[config.mk]
export PLATFORM = sky130hd
export DESIGN_NAME = acdo_readout
export DESIGN_NICKNAME = d
export VERILOG_FILES = /design/src/rtl/acdo_line_sync.v /design/src/rtl/acdo_readout.v
export VERILOG_INCLUDE_DIRS = /design/src /design/src/rtl
export SDC_FILE = /design/constraint.sdc
export NUM_CORES = 1
export LEC_CHECK = 0
export BUFFER_PORTS_ARGS = -buffer_cell sky130_fd_sc_hd__buf_2
export CAP_MARGIN = 15
export CORE_ASPECT_RATIO = 0.9
export CORE_UTILIZATION = 59
export CTS_CLUSTER_DIAMETER = 120
export DETAILED_ROUTE_END_ITERATION = 10
export PLACE_DENSITY = 0.85
export SLEW_MARGIN = 20
export SYNTH_ARGS = -nofsm -noshare
export SYNTH_HDL_FRONTEND = slang
export SYNTH_SLANG_ARGS = --single-unit
[constraint.sdc]
create_clock -name clk -period 4.8 [get_ports clk]
set_input_delay 0.48 -clock clk [delete_from_list [all_inputs] [get_ports clk]]
set_output_delay 0.48 -clock clk [all_outputs]
set_load 0.01 [all_outputs]
[src/rtl/acdo_map.vh]
// acdo_map.vh: register offsets, status bit positions, reset values and link constants
// assumes: included by the acceleration read-out design files and by the test host model
`ifndef ACDO_MAP_VH
`define ACDO_MAP_VH

// register offsets in the serial register space
`define ACDO_SAMPLE_STATUS 7'h00
`define ACDO_X_ACCEL_HIGH 7'h01
`define ACDO_X_ACCEL_LOW 7'h02
`define ACDO_Y_ACCEL_HIGH 7'h03
`define ACDO_Y_ACCEL_LOW 7'h04
`define ACDO_Z_ACCEL_HIGH 7'h05
`define ACDO_Z_ACCEL_LOW 7'h06
`define ACDO_PTR_LAST 7'h7f

// status byte bit positions
`define ACDO_ALL_OW_BIT 7
`define ACDO_Z_OW_BIT 6
`define ACDO_Y_OW_BIT 5
`define ACDO_X_OW_BIT 4
`define ACDO_ALL_RDY_BIT 3
`define ACDO_Z_RDY_BIT 2
`define ACDO_Y_RDY_BIT 1
`define ACDO_X_RDY_BIT 0

// reset values
`define ACDO_STATUS_RST 8'h00
`define ACDO_SAMPLE_RST 14'h0000
`define ACDO_READ_ZERO 8'h00

// buffer mode field value meaning disabled
`define ACDO_BUF_OFF 2'h0

// serial link: arbitrary default slave address, index of the last bit in a byte
`define ACDO_SLAVE_ADDR 7'h2a
`define ACDO_BIT_LAST 3'h7

`endif

[src/rtl/acdo_line_sync.v]
// acdo_line_sync.v: samples the serial clock and data pins into the core clock domain
// assumes: scl and sda arrive asynchronously; clk is much faster than scl
`timescale 1ns/1ps
`default_nettype none

module acdo_line_sync (
  input wire clk,
  input wire nrst,
  input wire scl_in,
  input wire sda_in,
  output reg scl_rise_ff,
  output reg scl_fall_ff,
  output reg sda_lvl_ff,
  output reg start_ff,
  output reg stop_ff
);

  reg [1:0] meta_ff;
  reg [1:0] sync_ff;
  reg [1:0] prev_ff;
  wire [1:0] pins;

  assign pins = {sda_in, scl_in};

  // two-flop synchroniser per line plus a history flop; the first stage feeds no logic
  genvar i;
  generate
    for (i = 0; i < 2; i = i + 1) begin : g_sync
      always @(posedge clk or negedge nrst) begin
        if (!nrst) begin
          meta_ff[i] <= 1'b1;
          sync_ff[i] <= 1'b1;
          prev_ff[i] <= 1'b1;
        end else begin
          meta_ff[i] <= pins[i];
          sync_ff[i] <= meta_ff[i];
          prev_ff[i] <= sync_ff[i];
        end
      end
    end
  endgenerate

  // edge and bus-condition pulses, one clk wide; start/stop need scl high on both samples
  always @(posedge clk or negedge nrst) begin
    if (!nrst) begin
      scl_rise_ff <= 1'b0;
      scl_fall_ff <= 1'b0;
      sda_lvl_ff <= 1'b1;
      start_ff <= 1'b0;
      stop_ff <= 1'b0;
    end else begin
      scl_rise_ff <= sync_ff[0] & ~prev_ff[0];
      scl_fall_ff <= ~sync_ff[0] & prev_ff[0];
      sda_lvl_ff <= sync_ff[1];
      start_ff <= sync_ff[0] & prev_ff[0] & ~sync_ff[1] & prev_ff[1];
      stop_ff <= sync_ff[0] & prev_ff[0] & sync_ff[1] & ~prev_ff[1];
    end
  end

endmodule

`default_nettype wire

[src/rtl/acdo_readout.v]
// acdo_readout.v: three-axis sample read-out with status flags behind a serial slave port
// assumes: sample and buffer inputs come from logic on clk; scl/sda are raw pins
`timescale 1ns/1ps
`default_nettype none
`include "acdo_map.vh"

module acdo_readout #(
  parameter [6:0] SLAVE_ADDR = `ACDO_SLAVE_ADDR
) (
  input wire clk,
  input wire nrst,
  input wire scl,
  input wire sda_in,
  output reg sda_out_ff,
  output reg sda_oe_ff,
  input wire sample_strobe,
  input wire [2:0] sample_axes,
  input wire [13:0] x_sample,
  input wire [13:0] y_sample,
  input wire [13:0] z_sample,
  input wire [2:0] axis_enable,
  input wire [1:0] buf_mode,
  input wire fast_read,
  input wire [7:0] buf_status,
  input wire [13:0] buf_x,
  input wire [13:0] buf_y,
  input wire [13:0] buf_z,
  output reg buf_pop_ff,
  output reg [7:0] sample_status_ff
);

  // serial slave states
  localparam [2:0] ST_IDLE = 3'd0;
  localparam [2:0] ST_DEV = 3'd1;
  localparam [2:0] ST_DACK = 3'd2;
  localparam [2:0] ST_PTR = 3'd3;
  localparam [2:0] ST_PACK = 3'd4;
  localparam [2:0] ST_RD = 3'd5;
  localparam [2:0] ST_RACK = 3'd6;
  localparam [2:0] ST_WIGN = 3'd7;

  wire scl_rise;
  wire scl_fall;
  wire sda_lvl;
  wire start_det;
  wire stop_det;

  acdo_line_sync u_sync (
    .clk(clk),
    .nrst(nrst),
    .scl_in(scl),
    .sda_in(sda_in),
    .scl_rise_ff(scl_rise),
    .scl_fall_ff(scl_fall),
    .sda_lvl_ff(sda_lvl),
    .start_ff(start_det),
    .stop_ff(stop_det)
  );

  reg [2:0] state_ff, nxt_state;
  reg [2:0] cnt_ff, nxt_cnt;
  reg [7:0] sh_ff, nxt_sh;
  reg [6:0] ptr_ff, nxt_ptr;
  reg is_read_ff, nxt_is_read;
  reg nxt_oe;
  reg [7:0] low_latch_ff, nxt_low_latch;
  reg nxt_pop;
  reg load;

  reg [13:0] axis_ff [0:2];
  reg [2:0] rdy_ff;
  reg [2:0] ow_ff;
  reg [2:0] pend_ff;
  reg all_rdy_ff, nxt_all_rdy;
  reg all_ow_ff, nxt_all_ow;
  wire [2:0] new_axis;
  wire [2:0] hi_read;
  wire [2:0] nxt_pend;
  wire buf_on;

  // one-hot axis selected when the given address is a high-byte register
  function [2:0] hi_axis;
    input [6:0] addr;
    begin
      case (addr)
        `ACDO_X_ACCEL_HIGH: hi_axis = 3'h1;
        `ACDO_Y_ACCEL_HIGH: hi_axis = 3'h2;
        `ACDO_Z_ACCEL_HIGH: hi_axis = 3'h4;
        default: hi_axis = 3'h0;
      endcase
    end
  endfunction

  // next burst address; low bytes are skipped in fast mode, data wraps per buffer mode
  function [6:0] next_ptr;
    input [6:0] addr;
    input fast;
    input bufon;
    begin
      if (addr == `ACDO_SAMPLE_STATUS) begin
        next_ptr = `ACDO_X_ACCEL_HIGH;
      end else if (fast && hi_axis(addr) != 3'h0) begin
        if (addr == `ACDO_Z_ACCEL_HIGH) begin
          next_ptr = bufon ? `ACDO_X_ACCEL_HIGH : `ACDO_SAMPLE_STATUS;
        end else begin
          next_ptr = addr + 7'h02;
        end
      end else if (addr == `ACDO_Z_ACCEL_LOW) begin
        next_ptr = bufon ? `ACDO_X_ACCEL_HIGH : `ACDO_SAMPLE_STATUS;
      end else if (addr == `ACDO_PTR_LAST) begin
        next_ptr = `ACDO_SAMPLE_STATUS;
      end else begin
        next_ptr = addr + 7'h01;
      end
    end
  endfunction

  assign buf_on = (buf_mode != `ACDO_BUF_OFF);
  assign new_axis = sample_axes & {3{sample_strobe}};
  // flags belong to live data only; reads of the buffer head leave them alone
  assign hi_read = (load && !buf_on) ? hi_axis(ptr_ff) : 3'h0;

  // live sample holding registers, one per axis
  genvar i;
  generate
    for (i = 0; i < 3; i = i + 1) begin : g_axis
      always @(posedge clk or negedge nrst) begin
        if (!nrst) begin
          axis_ff[i] <= `ACDO_SAMPLE_RST;
          rdy_ff[i] <= 1'b0;
          ow_ff[i] <= 1'b0;
          pend_ff[i] <= 1'b0;
        end else begin
          if (new_axis[i]) begin
            axis_ff[i] <= (i == 0) ? x_sample : ((i == 1) ? y_sample : z_sample);
          end
          // a sample arriving with the clearing read wins over the clear
          if (new_axis[i]) begin
            rdy_ff[i] <= 1'b1;
          end else if (hi_read[i]) begin
            rdy_ff[i] <= 1'b0;
          end
          if (new_axis[i] && rdy_ff[i]) begin
            ow_ff[i] <= 1'b1;
          end else if (hi_read[i]) begin
            ow_ff[i] <= 1'b0;
          end
          pend_ff[i] <= nxt_pend[i];
        end
      end
      // pending bit: enabled axis with data not yet fetched by its high byte
      assign nxt_pend[i] = (new_axis[i] & axis_enable[i]) | (pend_ff[i] & ~hi_read[i]);
    end
  endgenerate

  // combined flags clear only when every enabled axis has had its high byte read
  always @* begin
    nxt_all_rdy = all_rdy_ff;
    nxt_all_ow = all_ow_ff;
    if ((|hi_read) && (nxt_pend == 3'h0)) begin
      nxt_all_rdy = 1'b0;
      nxt_all_ow = 1'b0;
    end
    if (|(new_axis & axis_enable)) begin
      nxt_all_rdy = 1'b1;
    end
    if (|(new_axis & rdy_ff)) begin
      nxt_all_ow = 1'b1;
    end
  end

  always @(posedge clk or negedge nrst) begin
    if (!nrst) begin
      all_rdy_ff <= 1'b0;
      all_ow_ff <= 1'b0;
    end else begin
      all_rdy_ff <= nxt_all_rdy;
      all_ow_ff <= nxt_all_ow;
    end
  end

  // byte returned for the current address; low bytes come from the latch only
  reg [7:0] rd_byte;
  reg [13:0] sel_word;
  always @* begin
    case (ptr_ff)
      `ACDO_X_ACCEL_HIGH, `ACDO_X_ACCEL_LOW: sel_word = buf_on ? buf_x : axis_ff[0];
      `ACDO_Y_ACCEL_HIGH, `ACDO_Y_ACCEL_LOW: sel_word = buf_on ? buf_y : axis_ff[1];
      `ACDO_Z_ACCEL_HIGH, `ACDO_Z_ACCEL_LOW: sel_word = buf_on ? buf_z : axis_ff[2];
      default: sel_word = `ACDO_SAMPLE_RST;
    endcase
    case (ptr_ff)
      `ACDO_SAMPLE_STATUS: rd_byte = buf_on ? buf_status : sample_status_ff;
      `ACDO_X_ACCEL_HIGH, `ACDO_Y_ACCEL_HIGH, `ACDO_Z_ACCEL_HIGH: rd_byte = sel_word[13:6];
      `ACDO_X_ACCEL_LOW, `ACDO_Y_ACCEL_LOW, `ACDO_Z_ACCEL_LOW: rd_byte = low_latch_ff;
      default: rd_byte = `ACDO_READ_ZERO;
    endcase
  end

  // live status byte, registered so address zero reads a stable value
  always @(posedge clk or negedge nrst) begin
    if (!nrst) begin
      sample_status_ff <= `ACDO_STATUS_RST;
    end else begin
      sample_status_ff[`ACDO_ALL_OW_BIT] <= nxt_all_ow;
      sample_status_ff[`ACDO_Z_OW_BIT] <= ow_ff[2];
      sample_status_ff[`ACDO_Y_OW_BIT] <= ow_ff[1];
      sample_status_ff[`ACDO_X_OW_BIT] <= ow_ff[0];
      sample_status_ff[`ACDO_ALL_RDY_BIT] <= nxt_all_rdy;
      sample_status_ff[`ACDO_Z_RDY_BIT] <= rdy_ff[2];
      sample_status_ff[`ACDO_Y_RDY_BIT] <= rdy_ff[1];
      sample_status_ff[`ACDO_X_RDY_BIT] <= rdy_ff[0];
    end
  end

  // serial slave: bits taken on scl rise, driven on scl fall
  always @* begin
    nxt_state = state_ff;
    nxt_cnt = cnt_ff;
    nxt_sh = sh_ff;
    nxt_ptr = ptr_ff;
    nxt_is_read = is_read_ff;
    nxt_oe = sda_oe_ff;
    nxt_low_latch = low_latch_ff;
    nxt_pop = 1'b0;
    load = 1'b0;
    case (state_ff)
      ST_IDLE: begin
        nxt_oe = 1'b0;
      end
      ST_DEV, ST_PTR, ST_WIGN: begin
        if (scl_rise) begin
          nxt_sh = {sh_ff[6:0], sda_lvl};
          nxt_cnt = cnt_ff + 3'h1;
        end else if (scl_fall && cnt_ff == 3'h0 && sh_ff != 8'h00 && state_ff == ST_DEV) begin
          // eighth bit has been taken: decide on the address
          if (sh_ff[7:1] == SLAVE_ADDR) begin
            nxt_is_read = sh_ff[0];
            nxt_oe = 1'b1;
            nxt_state = ST_DACK;
          end else begin
            nxt_state = ST_IDLE;
          end
        end else if (scl_fall && cnt_ff == 3'h0 && state_ff != ST_DEV) begin
          if (state_ff == ST_PTR) begin
            nxt_ptr = sh_ff[6:0];
          end
          nxt_oe = 1'b1;
          nxt_state = ST_PACK;
        end
      end
      ST_DACK: begin
        if (scl_fall) begin
          nxt_oe = 1'b0;
          nxt_cnt = 3'h0;
          nxt_sh = 8'h00;
          if (is_read_ff) begin
            load = 1'b1;
            nxt_state = ST_RD;
          end else begin
            nxt_state = ST_PTR;
          end
        end
      end
      ST_PACK: begin
        // write data past the address byte is acknowledged and dropped
        if (scl_fall) begin
          nxt_oe = 1'b0;
          nxt_cnt = 3'h0;
          nxt_sh = 8'h00;
          nxt_state = ST_WIGN;
        end
      end
      ST_RD: begin
        if (scl_fall) begin
          if (cnt_ff == `ACDO_BIT_LAST) begin
            nxt_oe = 1'b0;
            nxt_state = ST_RACK;
          end else begin
            nxt_oe = ~sh_ff[7];
            nxt_sh = {sh_ff[6:0], 1'b0};
            nxt_cnt = cnt_ff + 3'h1;
          end
        end
      end
      ST_RACK: begin
        // host nack ends the burst; ack asks for the next byte
        if (scl_rise && sda_lvl) begin
          nxt_state = ST_IDLE;
        end else if (scl_fall) begin
          load = 1'b1;
          nxt_state = ST_RD;
        end
      end
      default: begin
        nxt_state = ST_IDLE;
        nxt_oe = 1'b0;
      end
    endcase
    // a byte is fetched: drive its msb, apply read side effects, step the address
    if (load) begin
      nxt_oe = ~rd_byte[7];
      nxt_sh = {rd_byte[6:0], 1'b0};
      nxt_cnt = 3'h0;
      nxt_ptr = next_ptr(ptr_ff, fast_read, buf_on);
      if (hi_axis(ptr_ff) != 3'h0) begin
        nxt_low_latch = {sel_word[5:0], 2'b00};
      end
      if (buf_on && (ptr_ff == `ACDO_Z_ACCEL_LOW || (fast_read && ptr_ff == `ACDO_Z_ACCEL_HIGH))) begin
        nxt_pop = 1'b1;
      end
    end
    if (start_det) begin
      nxt_state = ST_DEV;
      nxt_cnt = 3'h0;
      nxt_sh = 8'h00;
      nxt_oe = 1'b0;
      load = 1'b0;
      nxt_pop = 1'b0;
    end
    if (stop_det) begin
      nxt_state = ST_IDLE;
      nxt_ptr = `ACDO_SAMPLE_STATUS;
      nxt_oe = 1'b0;
    end
  end

  always @(posedge clk or negedge nrst) begin
    if (!nrst) begin
      state_ff <= ST_IDLE;
      cnt_ff <= 3'h0;
      sh_ff <= 8'h00;
      ptr_ff <= `ACDO_SAMPLE_STATUS;
      is_read_ff <= 1'b0;
      sda_oe_ff <= 1'b0;
      sda_out_ff <= 1'b0;
      low_latch_ff <= `ACDO_READ_ZERO;
      buf_pop_ff <= 1'b0;
    end else begin
      state_ff <= nxt_state;
      cnt_ff <= nxt_cnt;
      sh_ff <= nxt_sh;
      ptr_ff <= nxt_ptr;
      is_read_ff <= nxt_is_read;
      sda_oe_ff <= nxt_oe;
      sda_out_ff <= 1'b0; // open drain: only ever pulls low
      low_latch_ff <= nxt_low_latch;
      buf_pop_ff <= nxt_pop;
    end
  end

endmodule

`default_nettype wire

==> metrics.yaml <==
hold_viol: 0
synthCells: 492
worstSetupEndpointType: "flip-flop"
dp_hpwl_um: 10820
period_minus_slack_ns: 2.782
final_cells: 712
portBuffers: 115
start_util_pct: 62.39
power_density_nw_per_um2: 462.5
crit_path_start_kind: "flip-flop"
r2r_cells: 5
rsz0062_at_grt: "no"
htree_num_levels: 3
synthDistinctLibCells: 75
vias_per_cell: 6.695
finalSetupViolCount: 0
r2r_slack_ns: 2.02
antenna_cells: 0
drive_above_1_share_pct: 38.95
finalMaxSlewViolations: 0
drt_wl_total_um: 14980
avgRoutedWirePerCell_um: 21.03
syn_area_sq_um: 5470
grt_pass1_vias: 4668
die-area_sq_um: 9661
num-fill-cells: 610
vdd_drop_max_mv: 0.2426
cts.path.max_buffers: 2
status: "finished clean"
grt_pass1_wl_um: 23670
r2r-start: "ptr_ff[4]"
cts_root_buf: "clkbuf_8"
dr.pass1.iters: 6
design.core.area_sq_um: 8768
syn2layout_area_growth_pct: 14.80
cp.required_ns: 5.12
remaining_drc_errors: 0
grt_max_degree: 72
cap_violations: 0
synth_fp_nets: 606
cellLeakagePower_uw: 0.002684
seq_area_frac_synth_pct: 45.43
cpMaxStageDelayCell: "nor4_2"
finalPower_uw: 2905
multi_input_area_sq_um: 2808
clock-sinks: 99
ios: 117
drt_iter0_drc: 459
synth.avg_cell_area_sq_um: 11.12
cp.arrival_ns: 3.10
hold_path_class: "primary input to flip-flop"
crit_start: "ptr_ff[4]"
cts_resized: 0
worstMarginPinSlew_ns: 1.016
cts_tree: "built"
criticalPathCategory: "flip-flop to flip-flop"
grt_use_total_pct: 33.07
slew_headroom_pct: 30.48
fin_tns_setup_ns: 0
post-route-period-util_pct: 57.97
std_cell_rows: 32
dp.cells: 696
seqCellArea_sq_um: 2485
die_y_um: 93.35
routabilityCongestion: 0.9424
timing.hold.ws_ns: 0.1886
r2r-end: "sh_ff[2]"
ys_warn_count: 0
critPathCapture: "sh_ff[2]"
hold_buffers: 0
ys_seq_elements: 99
worst-path-max-fanout: 15
numCtsBuffers: 9
fmax_mhz: 359.4
critical_path.max_stage_delay_ns: 0.79
post-cts-setup-buffers: 0
clk_latency_ns: 0.38
antenna_found_initial: 0
layout.nets: 702
synthFlopType: "dfrtp_1"
clk_pin_slew_ns: 0.10
crit_path_cell_trace: "nor4_2, and2_0, a221oi_1, o311ai_1, a22o_1"
synth_enable_flop_cells: 0
die_w_um: 103.5
clock-skew-final_ns: 0.01397
ys_async_sr_fraction_pct: 100.0
num_vias: 4767
grt-ovfl-total: 0
ant_nets: 0
==> kinds of logic after synthesis <==
logic type	after synthesis	share of synthesized area, %
muxes	79	16.97
buffers and inverters	41	3.500
other	1	0.06855
and+or+nand+nor	127	13.11
DFF	99	45.43
adders and majority gates	8	1.830
AOI/OAI and AO/OA	135	18.78
xor gates and xnor gates	2	0.3203
==> worst min-delay path by stage <==
stage / cells past startpoint / endpoint / slack (ns) / startpoint
final: 1 / u_sync.meta_ff[0] / 0.19 / scl
after global routing: 1 / u_sync.meta_ff[0] / 0.18 / scl
after CTS: 1 / u_sync.meta_ff[0] / 0.19 / scl
after detailed placement: 0 / u_sync.sync_ff[1] / 0.35 / u_sync.meta_ff[1]
after global placement: 0 / u_sync.sync_ff[0] / 0.35 / u_sync.meta_ff[0]
after floorplan: 0 / all_ow_ff / 0.18 / nrst
==> placed cells by master (no fill, tap or decap), types with 5 or more instances in the layout <==
master,netlist,final
a32o_1,8,8
clkbuf_8,0,10
mux2i_1,5,5
a22o_1,14,14
a221oi_1,10,10
a22oi_1,10,10
o31ai_1,9,9
nor3_1,7,7
nor2_1,17,16
a21oi_1,20,20
dfrtp_1,93,93
o211ai_1,8,8
buf_2,6,114
dfstp_2,6,6
and2_1,5,5
nand2_1,33,33
nand3b_1,5,5
and3_1,5,5
nand2b_1,7,7
o21ai_0,13,13
nand3_1,10,10
inv_1,7,7
mux2_2,70,70
ha_1,8,8
==> worst max-delay path, delay by kind of cell (launching register included) <==
kind            cells  cell delay [ns]
compound gates      3             0.70
flops               1             0.47
simple gates        2             1.54
==> flip-flops by register name, indices dropped and copies added, names as in the netlist <==
signal	count
buf_pop_ff	1
u_sync.prev_ff	2
axis_ff	42
u_sync.sync_ff	2
pend_ff	3
u_sync.meta_ff	2
sh_ff	8
rdy_ff	3
sample_status_ff	7
sda_oe_ff	1
low_latch_ff	6
is_read_ff	1
u_sync.scl_rise_ff	1
ptr_ff	7
u_sync.scl_fall_ff	1
state_ff	3
ow_ff	3
all_ow_ff	1
u_sync.stop_ff	1
u_sync.start_ff	1
cnt_ff	3
==> power breakdown <==
part / internal [uW] / total (uW) / switching (uW)
logic: 493 / 1180 / 683
registers: 990 / 1160 / 169
clock network: 263 / 571 / 307
total: 1750 / 2900 / 1160
==> layout make-up <==
class	instances	area share, %
Clock inverter	5	1.056
Multi-Input combinational cell	352	44.71
Sequential cell	99	39.57
Tap cell	119	2.371
Clock buffer	11	2.251
Inverter	8	0.4782
Timing Repair Buffer	118	9.564
==> through the flow <==
step                      util, %  cell area [sq um]  worst slack, ns
final                       71.62               6280            2.018
after global routing        71.62               6280            1.792
after CTS                   71.62               6280            2.089
after detailed placement    69.25               6072            2.060
after global placement      69.25               6072            2.150
after floorplan                 -               5470            2.495
==> layer usage <==
| metal | share of wire, % | routed length [um] | vias to the layer above | GRT usage (%) |
|---|---|---|---|---|
| met5 | 0 | 0 | - | 0 |
| met1 | 40 | 6062 | 2326 | 43.32 |
| li1 | - | - | 2085 | - |
| met4 | 4.2 | 630 | 0 | 15.02 |
| met3 | 8.5 | 1266 | 71 | 8.146 |
| met2 | 47 | 7017 | 285 | 51.66 |
==> synthesized netlist by cell type (3+ instances only) <==
master,count,area share [%]
nor2b_1,4,0.46
nand2b_1,7,0.80
and3_1,5,0.57
nor3_1,7,0.64
o22ai_1,4,0.46
o21ai_0,13,1.2
o31ai_1,9,1.2
o41ai_1,3,0.48
buf_4,4,0.55
a21o_1,3,0.41
o211ai_1,8,1.1
nand3_1,10,0.91
a22oi_1,10,1.4
dfstp_2,6,2.9
a221o_1,3,0.55
a32o_1,8,1.5
a211o_1,4,0.64
nor2_1,17,1.2
inv_1,7,0.48
a2bb2oi_1,4,0.64
a22o_1,14,2.2
buf_2,6,0.55
nor4_1,4,0.46
mux2i_1,5,0.91
a31oi_1,3,0.34
and2_1,5,0.57
or2_2,3,0.34
ha_1,8,1.8
a21oi_1,20,1.8
dfrtp_1,93,43
a221oi_1,10,1.6
nand3b_1,5,0.69
clkbuf_1,19,1.3
nor3b_1,4,0.55
nand4_1,4,0.46
mux4_2,4,1.6
mux2_2,70,14
nand2_1,33,2.3
No activity file was read; power rests on OpenSTA's default activity.
